--- config.mk ---
export PLATFORM = sky130hd
export DESIGN_NAME = wdpm_top
export DESIGN_NICKNAME = d
export VERILOG_FILES = /design/src/verilog/wdpm_pkg.sv /design/src/verilog/clk_ctrl_if.sv /design/src/verilog/pin_sync.sv /design/src/verilog/clk_divider.sv /design/src/verilog/wdpm_top.sv
export VERILOG_INCLUDE_DIRS = /design/src /design/src/verilog
export SDC_FILE = /design/constraint.sdc
export NUM_CORES = 1
export LEC_CHECK = 0
export ABC_AREA = 1
export BUFFER_PORTS_ARGS = -buffer_cell sky130_fd_sc_hd__buf_2
export CORE_MARGIN = 2
export CORE_UTILIZATION = 51
export CTS_BUF_LIST = sky130_fd_sc_hd__clkbuf_2
export DETAILED_ROUTE_END_ITERATION = 10
export GPL_ROUTABILITY_DRIVEN = 0
export PLACE_DENSITY_LB_ADDON = 0.25
export SLEW_MARGIN = 0
export SYNTH_ARGS = -nofsm -noshare
export SYNTH_HDL_FRONTEND = slang
export SYNTH_HIERARCHICAL = 1
export SYNTH_SLANG_ARGS = --single-unit
--- constraint.sdc ---
create_clock -name pclk -period 4.2 [get_ports pclk]
set_input_delay 0.21 -clock pclk [delete_from_list [all_inputs] [get_ports pclk]]
set_output_delay 0.21 -clock pclk [all_outputs]
set_load 0.01 [all_outputs]
--- src/verilog/wdpm_regs.svh ---
// register offsets, field positions, reset values and timing counts
// assumes pclk at 10 MHz and a 32-bit apb slave with byte addresses
`ifndef WDPM_REGS_SVH
`define WDPM_REGS_SVH

// ************************************************************
// register offsets
// ************************************************************
`define OFF_CTRL       8'h00
`define OFF_REFRESH    8'h04
`define OFF_POWER      8'h08
`define OFF_STATUS     8'h0C
`define OFF_IRQ_STAT   8'h10
`define OFF_IRQ_MASK   8'h14
`define OFF_COUNT      8'h18

// ************************************************************
// field positions
// ************************************************************
`define CTRL_START     0
`define PWR_IDLE_ARM   0
`define PWR_PD_ARM     1
`define PWR_SLOW       4
`define PWR_IDLE_SET   5
`define PWR_PD_SET     6
`define IRQ_WDT        0
`define IRQ_IDLE_EXIT  1
`define IRQ_PD_EXIT    2

// ************************************************************
// reset values
// ************************************************************
`define IRQ_RESET      3'h0
`define CNT_RESET      16'h0000

// ************************************************************
// timing
// ************************************************************
`define CLK_PERIOD_NS  100
`define WDT_TICK_NS    1000
`define WDT_TICK_CYC   ((`WDT_TICK_NS + `CLK_PERIOD_NS - 1) / `CLK_PERIOD_NS)
`define WDT_LIMIT      16'hFFFC
`define WDT_RST_NS     4000
`define WDT_RST_CYC    ((`WDT_RST_NS + `CLK_PERIOD_NS - 1) / `CLK_PERIOD_NS)
`define SLOW_DIV       8

`endif

--- src/verilog/wdpm_pkg.sv ---
// types shared by the watchdog and power mode logic
// assumes nothing beyond a single clock domain
package wdpm_pkg;

   typedef enum logic [1:0] {
      PM_ACTIVE = 2'b00,
      PM_IDLE   = 2'b01,
      PM_PDOWN  = 2'b10
   } pm_type;

   typedef enum logic [1:0] {
      WD_OFF = 2'b00,
      WD_RUN = 2'b01,
      WD_RST = 2'b10
   } wd_type;

endpackage

--- src/verilog/clk_ctrl_if.sv ---
// bundle between the mode controller and the clock enable generator
// assumes both ends sit on pclk
`timescale 1ns/10ps
interface clk_ctrl_if;
   logic idle;
   logic pd;
   logic slow;
   logic cpu_en;
   logic per_en;

   modport ctl (output idle, output pd, output slow, input cpu_en, input per_en);
   modport gen (input idle, input pd, input slow, output cpu_en, output per_en);
endinterface

--- src/verilog/pin_sync.sv ---
// three-stage synchroniser for an asynchronous pin
// assumes the pin idles high
`timescale 1ns/10ps
module pin_sync (
   input  wire logic pclk,
   input  wire logic presetn,
   input  wire logic pin,
   output var  logic level
);
   logic s1_q;
   logic s2_q;
   logic s3_q;
   logic level_q;

   always_ff @(posedge pclk or negedge presetn) begin
      if (!presetn) begin
         s1_q <= 1'b1;
         s2_q <= 1'b1;
         s3_q <= 1'b1;
      end else begin
         s1_q <= pin;
         s2_q <= s1_q;
         s3_q <= s2_q;
      end
   end

   // a change counts only once stages two and three agree
   always_ff @(posedge pclk or negedge presetn) begin
      if (!presetn) begin
         level_q <= 1'b1;
      end else if (s2_q == s3_q) begin
         level_q <= s3_q;
      end
   end

   assign level = level_q;
endmodule // pin_sync

--- src/verilog/clk_divider.sv ---
// clock enable generator for cpu and peripherals
// assumes pclk is the oscillator; enables stand in for gated clocks
`timescale 1ns/10ps
module clk_divider #(
   parameter int unsigned DIV = 8
) (
   input  wire logic pclk,
   input  wire logic presetn,
   clk_ctrl_if.gen   ck
);
   localparam int unsigned W = (DIV > 1) ? $clog2(DIV) : 1;

   logic [W-1:0] div_q;
   logic         tick;

   if (DIV < 2 || (DIV & (DIV - 1)) != 0) begin : bad_div
      $error("clk_divider: DIV must be a power of two of at least 2");
   end

   // free running so the slow phase never drifts between modes
   always_ff @(posedge pclk or negedge presetn) begin
      if (!presetn) begin
         div_q <= '0;
      end else begin
         div_q <= div_q + W'(1);
      end
   end

   assign tick      = (div_q == W'(DIV - 1));
   assign ck.per_en = !ck.pd && (!ck.slow || tick);
   assign ck.cpu_en = !ck.pd && !ck.idle && (!ck.slow || tick);
endmodule // clk_divider

--- src/verilog/wdpm_top.sv ---
// watchdog and power mode controller with apb register access
// assumes a same-clock peripheral interrupt and an async ext interrupt 0 pin
//
// Contract
// refresh within limit, else internal reset
// only software starts watchdog; never stopped
// at FFFC reset, lasting four instruction cycles
// watchdog reset keeps watchdog running
// flag records a watchdog caused reset
// idle gates cpu, peripherals keep clock
// idle by 01 then 20; leave on irq
// power down by 02 then 40; pin exit
// power down retains all register contents
// slow bit divides all clocks by eight
// slow with idle: cpu stopped, peripherals slowed
// second write must follow first directly
//
// Decided for this implementation: the address map and the APB interface to the registers.
`timescale 1ns/10ps
`include "wdpm_regs.svh"
module wdpm_top #(
   parameter int unsigned TICK_CYC  = `WDT_TICK_CYC,
   parameter logic [15:0] WDT_LIMIT = `WDT_LIMIT,
   parameter int unsigned RST_CYC   = `WDT_RST_CYC,
   parameter int unsigned SLOW_DIV  = `SLOW_DIV
) (
   input  wire logic           pclk,
   input  wire logic           presetn,
   input  wire logic           psel,
   input  wire logic           penable,
   input  wire logic           pwrite,
   input  wire logic [7:0]     paddr,
   input  wire logic [31:0]    pwdata,
   output var  logic [31:0]    prdata,
   output var  logic           pready,
   output var  logic           pslverr,
   input  wire logic           periph_irq,
   input  wire logic           ext_interrupt0_pin,
   output var  logic           irq,
   output var  logic           wdt_reset_out,
   output var  logic           cpu_clk_en,
   output var  logic           periph_clk_en,
   output var  logic           osc_en,
   output var  wdpm_pkg::pm_type power_mode
);
   import wdpm_pkg::*;

   // ************************************************************
   // declarations
   // ************************************************************
   wd_type       wd_q;
   pm_type       pm_q;
   logic [15:0]  cnt_q;
   logic [15:0]  pre_q;
   logic [15:0]  rst_cnt_q;
   logic         flag_q;
   logic         idle_arm_q;
   logic         pd_arm_q;
   logic         slow_q;
   logic [2:0]   stat_q;
   logic [2:0]   mask_q;
   logic         irq_q;
   logic [31:0]  prdata_q;
   logic [31:0]  rdata_d;
   logic [2:0]   ev;
   logic         apb_wr;
   logic         wr;
   logic         wr_ctrl;
   logic         wr_refresh;
   logic         wr_power_control_register;
   logic         wr_stat;
   logic         wr_mask;
   logic         tick;
   logic         fire;
   logic         int_rst;
   logic         enter_idle;
   logic         enter_pd;
   logic         pin_level;
   logic         pin_low;

   clk_ctrl_if ck ();

   if (TICK_CYC < 1 || TICK_CYC > 65536 || RST_CYC < 1 || RST_CYC > 65536 || WDT_LIMIT == 16'h0000)
   begin : bad_param
      $error("wdpm_top: timing parameters out of range");
   end

   // ************************************************************
   // apb slave
   // ************************************************************
   function automatic logic hit(input logic [7:0] a, input logic [7:0] off);
      hit = (a == off);
   endfunction

   function automatic logic mapped(input logic [7:0] a);
      mapped = hit(a, `OFF_CTRL) || hit(a, `OFF_REFRESH) || hit(a, `OFF_POWER) ||
               hit(a, `OFF_STATUS) || hit(a, `OFF_IRQ_STAT) || hit(a, `OFF_IRQ_MASK) ||
               hit(a, `OFF_COUNT);
   endfunction

   // zero wait states; read data is caught in the setup cycle
   assign pready  = 1'b1;
   assign pslverr = psel && penable && !mapped(paddr);
   assign apb_wr  = psel && penable && pwrite && mapped(paddr);
   // cpu is halted in power down, so no register may be written there
   assign wr      = apb_wr && (pm_q != PM_PDOWN);

   always_comb begin
      wr_ctrl    = 1'b0;
      wr_refresh = 1'b0;
      wr_power_control_register    = 1'b0;
      wr_stat    = 1'b0;
      wr_mask    = 1'b0;
      if (!wr) begin
         wr_ctrl = 1'b0;
      end else if (hit(paddr, `OFF_CTRL)) begin
         wr_ctrl = 1'b1;
      end else if (hit(paddr, `OFF_REFRESH)) begin
         wr_refresh = 1'b1;
      end else if (hit(paddr, `OFF_POWER)) begin
         wr_power_control_register = 1'b1;
      end else if (hit(paddr, `OFF_IRQ_STAT)) begin
         wr_stat = 1'b1;
      end else if (hit(paddr, `OFF_IRQ_MASK)) begin
         wr_mask = 1'b1;
      end
   end

   always_comb begin
      rdata_d = 32'h0000_0000;
      if (hit(paddr, `OFF_CTRL)) begin
         rdata_d[`CTRL_START] = (wd_q != WD_OFF);
      end else if (hit(paddr, `OFF_POWER)) begin
         rdata_d[`PWR_IDLE_ARM] = idle_arm_q;
         rdata_d[`PWR_PD_ARM]   = pd_arm_q;
         rdata_d[`PWR_SLOW]     = slow_q;
         rdata_d[`PWR_IDLE_SET] = (pm_q == PM_IDLE);
         rdata_d[`PWR_PD_SET]   = (pm_q == PM_PDOWN);
      end else if (hit(paddr, `OFF_STATUS)) begin
         rdata_d[0]   = flag_q;
         rdata_d[1]   = (wd_q != WD_OFF);
         rdata_d[2]   = (wd_q == WD_RST);
         rdata_d[3]   = slow_q;
         rdata_d[5:4] = pm_q;
      end else if (hit(paddr, `OFF_IRQ_STAT)) begin
         rdata_d = 32'(stat_q);
      end else if (hit(paddr, `OFF_IRQ_MASK)) begin
         rdata_d = 32'(mask_q);
      end else if (hit(paddr, `OFF_COUNT)) begin
         rdata_d = 32'(cnt_q);
      end
   end

   always_ff @(posedge pclk or negedge presetn) begin
      if (!presetn) begin
         prdata_q <= 32'h0000_0000;
      end else if (psel && !penable && !pwrite) begin
         prdata_q <= rdata_d;
      end
   end

   assign prdata = prdata_q;

   // ************************************************************
   // watchdog
   // ************************************************************
   // prescaler follows the peripheral enable, so slow down and power down slow or freeze it
   always_ff @(posedge pclk or negedge presetn) begin
      if (!presetn) begin
         pre_q <= 16'h0000;
      end else if (wd_q != WD_RUN || wr_refresh) begin
         pre_q <= 16'h0000;
      end else if (ck.per_en) begin
         pre_q <= tick ? 16'h0000 : pre_q + 16'h0001;
      end
   end

   assign tick = ck.per_en && (pre_q == 16'(TICK_CYC - 1));
   // a refresh in the overflow cycle still saves the device
   assign fire = (wd_q == WD_RUN) && (cnt_q == WDT_LIMIT) && !wr_refresh;

   always_ff @(posedge pclk or negedge presetn) begin
      if (!presetn) begin
         cnt_q <= `CNT_RESET;
      end else if (wr_refresh || fire || wd_q == WD_RST) begin
         cnt_q <= `CNT_RESET;
      end else if (wd_q != WD_OFF && tick && cnt_q != WDT_LIMIT) begin
         cnt_q <= cnt_q + 16'h0001;
      end
   end

   // only presetn returns the watchdog to off
   always_ff @(posedge pclk or negedge presetn) begin
      if (!presetn) begin
         wd_q <= WD_OFF;
      end else begin
         case (wd_q)
            WD_OFF: begin
               if (wr_ctrl && pwdata[`CTRL_START]) begin
                  wd_q <= WD_RUN;
               end
            end
            WD_RUN: begin
               if (fire) begin
                  wd_q <= WD_RST;
               end
            end
            WD_RST: begin
               if (rst_cnt_q == 16'(RST_CYC - 1)) begin
                  wd_q <= WD_RUN;
               end
            end
            default: begin
               wd_q <= WD_OFF;
            end
         endcase
      end
   end

   always_ff @(posedge pclk or negedge presetn) begin
      if (!presetn) begin
         rst_cnt_q <= 16'h0000;
      end else if (wd_q == WD_RST) begin
         rst_cnt_q <= rst_cnt_q + 16'h0001;
      end else begin
         rst_cnt_q <= 16'h0000;
      end
   end

   always_ff @(posedge pclk or negedge presetn) begin
      if (!presetn) begin
         flag_q <= 1'b0;
      end else if (fire) begin
         flag_q <= 1'b1;
      end
   end

   assign int_rst       = (wd_q == WD_RST);
   assign wdt_reset_out = int_rst;

   // ************************************************************
   // power modes
   // ************************************************************
   pin_sync u_pin_sync (
      .pclk    (pclk),
      .presetn (presetn),
      .pin     (ext_interrupt0_pin),
      .level   (pin_level)
   );

   assign pin_low    = !pin_level;
   assign enter_pd   = wr_power_control_register && (pm_q == PM_ACTIVE) && pd_arm_q && pwdata[`PWR_PD_SET];
   assign enter_idle = wr_power_control_register && (pm_q == PM_ACTIVE) && idle_arm_q && pwdata[`PWR_IDLE_SET]
                       && !enter_pd;

   // arming survives only until the next write to any mapped address
   always_ff @(posedge pclk or negedge presetn) begin
      if (!presetn) begin
         idle_arm_q <= 1'b0;
         pd_arm_q   <= 1'b0;
      end else if (int_rst) begin
         idle_arm_q <= 1'b0;
         pd_arm_q   <= 1'b0;
      end else if (wr) begin
         idle_arm_q <= wr_power_control_register && pwdata[`PWR_IDLE_ARM] && !enter_idle && !enter_pd;
         pd_arm_q   <= wr_power_control_register && pwdata[`PWR_PD_ARM] && !enter_idle && !enter_pd;
      end
   end

   always_ff @(posedge pclk or negedge presetn) begin
      if (!presetn) begin
         slow_q <= 1'b0;
      end else if (int_rst) begin
         slow_q <= 1'b0;
      end else if (wr_power_control_register) begin
         slow_q <= pwdata[`PWR_SLOW];
      end
   end

   always_ff @(posedge pclk or negedge presetn) begin
      if (!presetn) begin
         pm_q <= PM_ACTIVE;
      end else if (int_rst) begin
         pm_q <= PM_ACTIVE;
      end else begin
         case (pm_q)
            PM_ACTIVE: begin
               if (enter_pd) begin
                  pm_q <= PM_PDOWN;
               end else if (enter_idle) begin
                  pm_q <= PM_IDLE;
               end
            end
            PM_IDLE: begin
               if (periph_irq) begin
                  pm_q <= PM_ACTIVE;
               end
            end
            PM_PDOWN: begin
               if (pin_low) begin
                  pm_q <= PM_ACTIVE;
               end
            end
            default: begin
               pm_q <= PM_ACTIVE;
            end
         endcase
      end
   end

   assign ck.idle = (pm_q == PM_IDLE);
   assign ck.pd   = (pm_q == PM_PDOWN);
   assign ck.slow = slow_q;

   clk_divider #(
      .DIV (SLOW_DIV)
   ) u_clk_divider (
      .pclk    (pclk),
      .presetn (presetn),
      .ck      (ck)
   );

   assign cpu_clk_en    = ck.cpu_en;
   assign periph_clk_en = ck.per_en;
   assign osc_en        = (pm_q != PM_PDOWN);
   assign power_mode    = pm_q;

   // ************************************************************
   // interrupts
   // ************************************************************
   assign ev[`IRQ_WDT]       = fire;
   assign ev[`IRQ_IDLE_EXIT] = (pm_q == PM_IDLE) && periph_irq && !int_rst;
   assign ev[`IRQ_PD_EXIT]   = (pm_q == PM_PDOWN) && pin_low && !int_rst;

   // a new event beats a clear in the same cycle
   always_ff @(posedge pclk or negedge presetn) begin
      if (!presetn) begin
         stat_q <= `IRQ_RESET;
      end else begin
         stat_q <= (stat_q & ~(wr_stat ? pwdata[2:0] : 3'h0)) | ev;
      end
   end

   always_ff @(posedge pclk or negedge presetn) begin
      if (!presetn) begin
         mask_q <= `IRQ_RESET;
      end else if (wr_mask) begin
         mask_q <= pwdata[2:0];
      end
   end

   always_ff @(posedge pclk or negedge presetn) begin
      if (!presetn) begin
         irq_q <= 1'b0;
      end else begin
         irq_q <= |(stat_q & mask_q);
      end
   end

   assign irq = irq_q;

   // ************************************************************
   // assertions
   // ************************************************************
   localparam int RST_HOLD = RST_CYC - 1;
endmodule // wdpm_top

==> results.env <==
FINISH.INSTANCE_AREA_UM2=5600
DR_WL_MET3_UM=551
DRT_PRE_ANTENNA_ITERS=7
SYNTH.YOSYS.SEQ_AREA_SHARE_PCT=41.4
LAYOUT.CELLS.MOST_COMMON_LIST='sky130_fd_sc_hd__nand2_1 (158), sky130_fd_sc_hd__nand3_1 (88), sky130_fd_sc_hd__dfrtp_1 (82)'
POSTSYNTHCELLCOUNT=690
AVERAGE_WIRE_PER_STANDARD_CELL_UM=13.6
GLOBALROUTE.TOTALOVERFLOW=0
WORST_SLACK_PS=2060
WORST_SETUP_PATH_END_KIND='output port'
MET2ROUTEDLENGTH_UM=5640
RATIO_OF_ROUTED_VIAS_TO_STANDARD_CELLS=5.38
PLACEMENT_ROWS=36
FLOORPLAN.INITIALDENSITY_PCT=53.0
NETSWITCHINGFRACTION_PCT=30.1
SYNTH-EDFF-COUNT=0
WHS_ENDPOINT='prdata[3]'
YOSYS_WARNINGS=6
SYN2LAYOUT_AREA_GROWTH_PCT=7.64
REMAINING_DRC_ERRORS=0
SYN_AREA_UM2=5200
SLEW_VIOLATIONS=0
CELLPOWERDENSITY_nW_PER_UM2=246
GRT_PASS1_VIAS=4475
NUMBER_OF_ANTENNA_VIOLATIONS_AT_THE_FIRST_CHECK_IN_GLOBAL_ROUTING=0
RSZ_0062_RAISED_AFTER_GLOBAL_ROUTING='no'
MIN-DELAY-START='penable'
CTS.CLK_SLEW.WORST_PATHS_PS=250
POST-DP-HPWL_UM=8750
CORE_UM2=9820
CRITPATHLAUNCHTYPE='flip-flop'
CRITICAL_PATH.REG2REG.ENDPOINT='cnt_q[0]'
FINAL.SETUP.TNS_PS=0
HOLD_BUFFERS=7
DRT-MET1-WL_UM=5550
SEQ_POWER_SHARE_PCT=61.5
WORST-ENDPOINT-REQUIRED_PS=3990
MAX_CLOCK_FREQ_MHz=468
FIRST_ITER_VIOLATIONS=247
FINAL_MIN_PERIOD_OVER_CLOCK_PERIOD_PCT=50.9
POST-ROUTE-MIN-PERIOD_PS=2140
DP_SLACK_PS=1970
FIN_UTIL_PCT=57.1
GRT_MAX_DEGREE=49
SYNTH_CELL_TYPE_COUNT=39
WORST_CLOCK_SKEW_PS=23.5
DIE-HEIGHT_UM=105
SETUP_VIOL=0
DPL-INSTANCE-AREA_UM2=5440
POST_CTS.RESIZED_INSTANCES=0
HOLD_PATH_DEPTH=4
WORST_PIN_SLEW_PS=824
CP_DATA_ARRIVAL_TIME_PS=1930
PLACED_CELLS=853
COUNT_OF_VIAS_PLACED_BY_THE_DETAILED_ROUTER=4713
YOSYS_MOST_USED_DFF='sky130_fd_sc_hd__dfrtp_1'
POST-CTS-SETUP-BUFFER-COUNT=0
DRT_WL_TOTAL_UM=11900
PLACE.PORT_BUFFERS=44
SYN-MEAN-INSTANCE-AREA_UM2=7.54
CLOCK_POWER_SHARE_PCT=28.2
OUTCOME='finished clean'
IO-PIN-COUNT=88
DIODES=0
LEAKAGEPOWER_nW=2.84
SYNTHARSTFLOPSHARE_PCT=100
FIN_HOLD_WS_PS=30.4
NUMBER_OF_VIOLATIONS_OF_THE_MAX_CAPACITANCE_LIMIT=0
WORSTPATHMAXFANOUT=19
WORSTREG2REGSTART='power_mode[0]'
WORST_REG2REG_PATH_DEPTH=9
COMBINATIONALPOWERSHARE_PCT=10.2
STDCELL_COUNT=876
INTERNAL_uW=964
SLEW_HEADROOM_PCT=44.8
HIGHEST-SIGNAL-LAYER='met4'
DIEAREA_UM2=11000
HOLD_PATH.CLASS='in2reg'
FINAL_NET_COUNT=792
CTS-ROOT-BUF='sky130_fd_sc_hd__clkbuf_2'
HTREEDEPTH=3
CLOCK_SINK_COUNT=86
CLOCKBUFFERDEPTH=2
SYNTH-SEQ-CELLS=86
POST_ROUTE_CELLS_DRIVE_ABOVE_1_SHARE_PCT=15.2
DIE_WIDTH_UM=105
FINAL_HOLD_VIOL_COUNT=0
WORST-SETUP-PATH-TYPE='reg2out'
GRT_PASS1_WL_UM=20600
CTS_TREE='done'
GRT_USE_TOTAL_PCT=22.7
FINAL_COMMON_CELL='sky130_fd_sc_hd__nand2_1'
ANTENNA_LEFT=0
FF2FF_SETUP_SLACK_PS=2190
P_SWITCHING_uW=416
CLOCK_LATENCY_OF_THE_LATER_CLOCKED_REGISTER_IN_THE_WORST_SKEW_PAIR_PS=540
POST-LAYOUT-TOTAL-POWER_mW=1.38
IRDROPWORSTVDD_mV=0.210
NUMBER_OF_BUFFERS_CREATED_BY_CTS=9
worst max-delay path by stage:
stage                           start             to  depth (start not counted)
2_1_floorplan           power_mode[0]       cnt_q[0]                         11
3_3_place_gp                  penable      prdata[0]                          5
3_5_place_dp                  penable      prdata[0]                          6
4_1_cts        u_clk_divider/div_q[0]  periph_clk_en                          6
5_1_grt                       wd_q[0]       cnt_q[1]                          6
6_report                power_mode[0]  periph_clk_en                          6
flip-flops by register name (all words and copies together), names as in the netlist:
name                 count
u_pin_sync/s1_q          1
u_pin_sync/s3_q          1
cnt_q                   16
u_clk_divider/div_q      3
power_mode               2
u_pin_sync/level         1
pd_arm_q                 1
flag_q                   1
ck.slow                  1
idle_arm_q               1
pre_q                   16
stat_q                   3
u_pin_sync/s2_q          1
irq                      1
wd_q                     2
mask_q                   3
rst_cnt_q               16
prdata                  16
Yosys cell counts (10+ instances only):
library cell	instances	area share, %
sky130_fd_sc_hd__nor2_2	10	1.2
sky130_fd_sc_hd__nand3_1	88	8.5
sky130_fd_sc_hd__a21oi_1	15	1.4
sky130_fd_sc_hd__inv_1	78	5.6
sky130_fd_sc_hd__o21ai_0	20	1.9
sky130_fd_sc_hd__xor2_1	20	3.4
sky130_fd_sc_hd__o21ai_1	14	1.3
sky130_fd_sc_hd__buf_4	19	2.7
sky130_fd_sc_hd__nand2_1	158	11
sky130_fd_sc_hd__nand4_1	27	3.2
sky130_fd_sc_hd__inv_2	10	0.72
sky130_fd_sc_hd__nor2_1	70	5.0
sky130_fd_sc_hd__dfrtp_1	82	39
cells by family (layout without fill, tap and decap cells):
logic type / Yosys count / in the layout / share of synthesized area, %
simple gates: 390 / 390 / 35.4
buf+inv: 121 / 159 / 10.9
flops: 86 / 86 / 41.4
compound gates: 63 / 63 / 6.90
xor+xnor: 21 / 21 / 3.53
fa+ha+maj: 7 / 7 / 1.68
other cells: 2 / 17 / 0.144
final cells by class:
cell class | count | area (µm²)
clock buffer | 10 | 50.0
clock inverter | 6 | 45.0
fill | 972 | 4220
inverter | 90 | 338
multi-input combinational | 498 | 2540
sequential | 86 | 2160
tap | 133 | 166
timing repair buffer | 53 | 308
critical path, stage by stage, from the launching register on:
cell	delay, ps
sky130_fd_sc_hd__dfrtp_1	470
sky130_fd_sc_hd__inv_2	70
sky130_fd_sc_hd__nand2_2	160
sky130_fd_sc_hd__inv_1	110
sky130_fd_sc_hd__nor2_1	130
sky130_fd_sc_hd__buf_4	270
sky130_fd_sc_hd__buf_2	180
routing by layer:
layer	vias up	global-route usage, %
met1	2253	30.8
met3	19	2.87
li1	2308	-
met5	-	0
met2	133	38.2
met4	0	6.76
power by group through the flow:
| stage | clock [mW] | sequential (mW) | combinational [mW] |
|---|---|---|---|
| final | 0.389 | 0.849 | 0.141 |
| after global routing | 0.425 | 0.851 | 0.158 |
| after CTS | 0.399 | 0.849 | 0.141 |
| after detailed placement | 0 | 0.863 | 0.136 |
| after global placement | 0 | 0.862 | 0.132 |
| after floorplan | 0 | 0.861 | 0.105 |
Note: power is estimated with default switching activity, not from simulation.
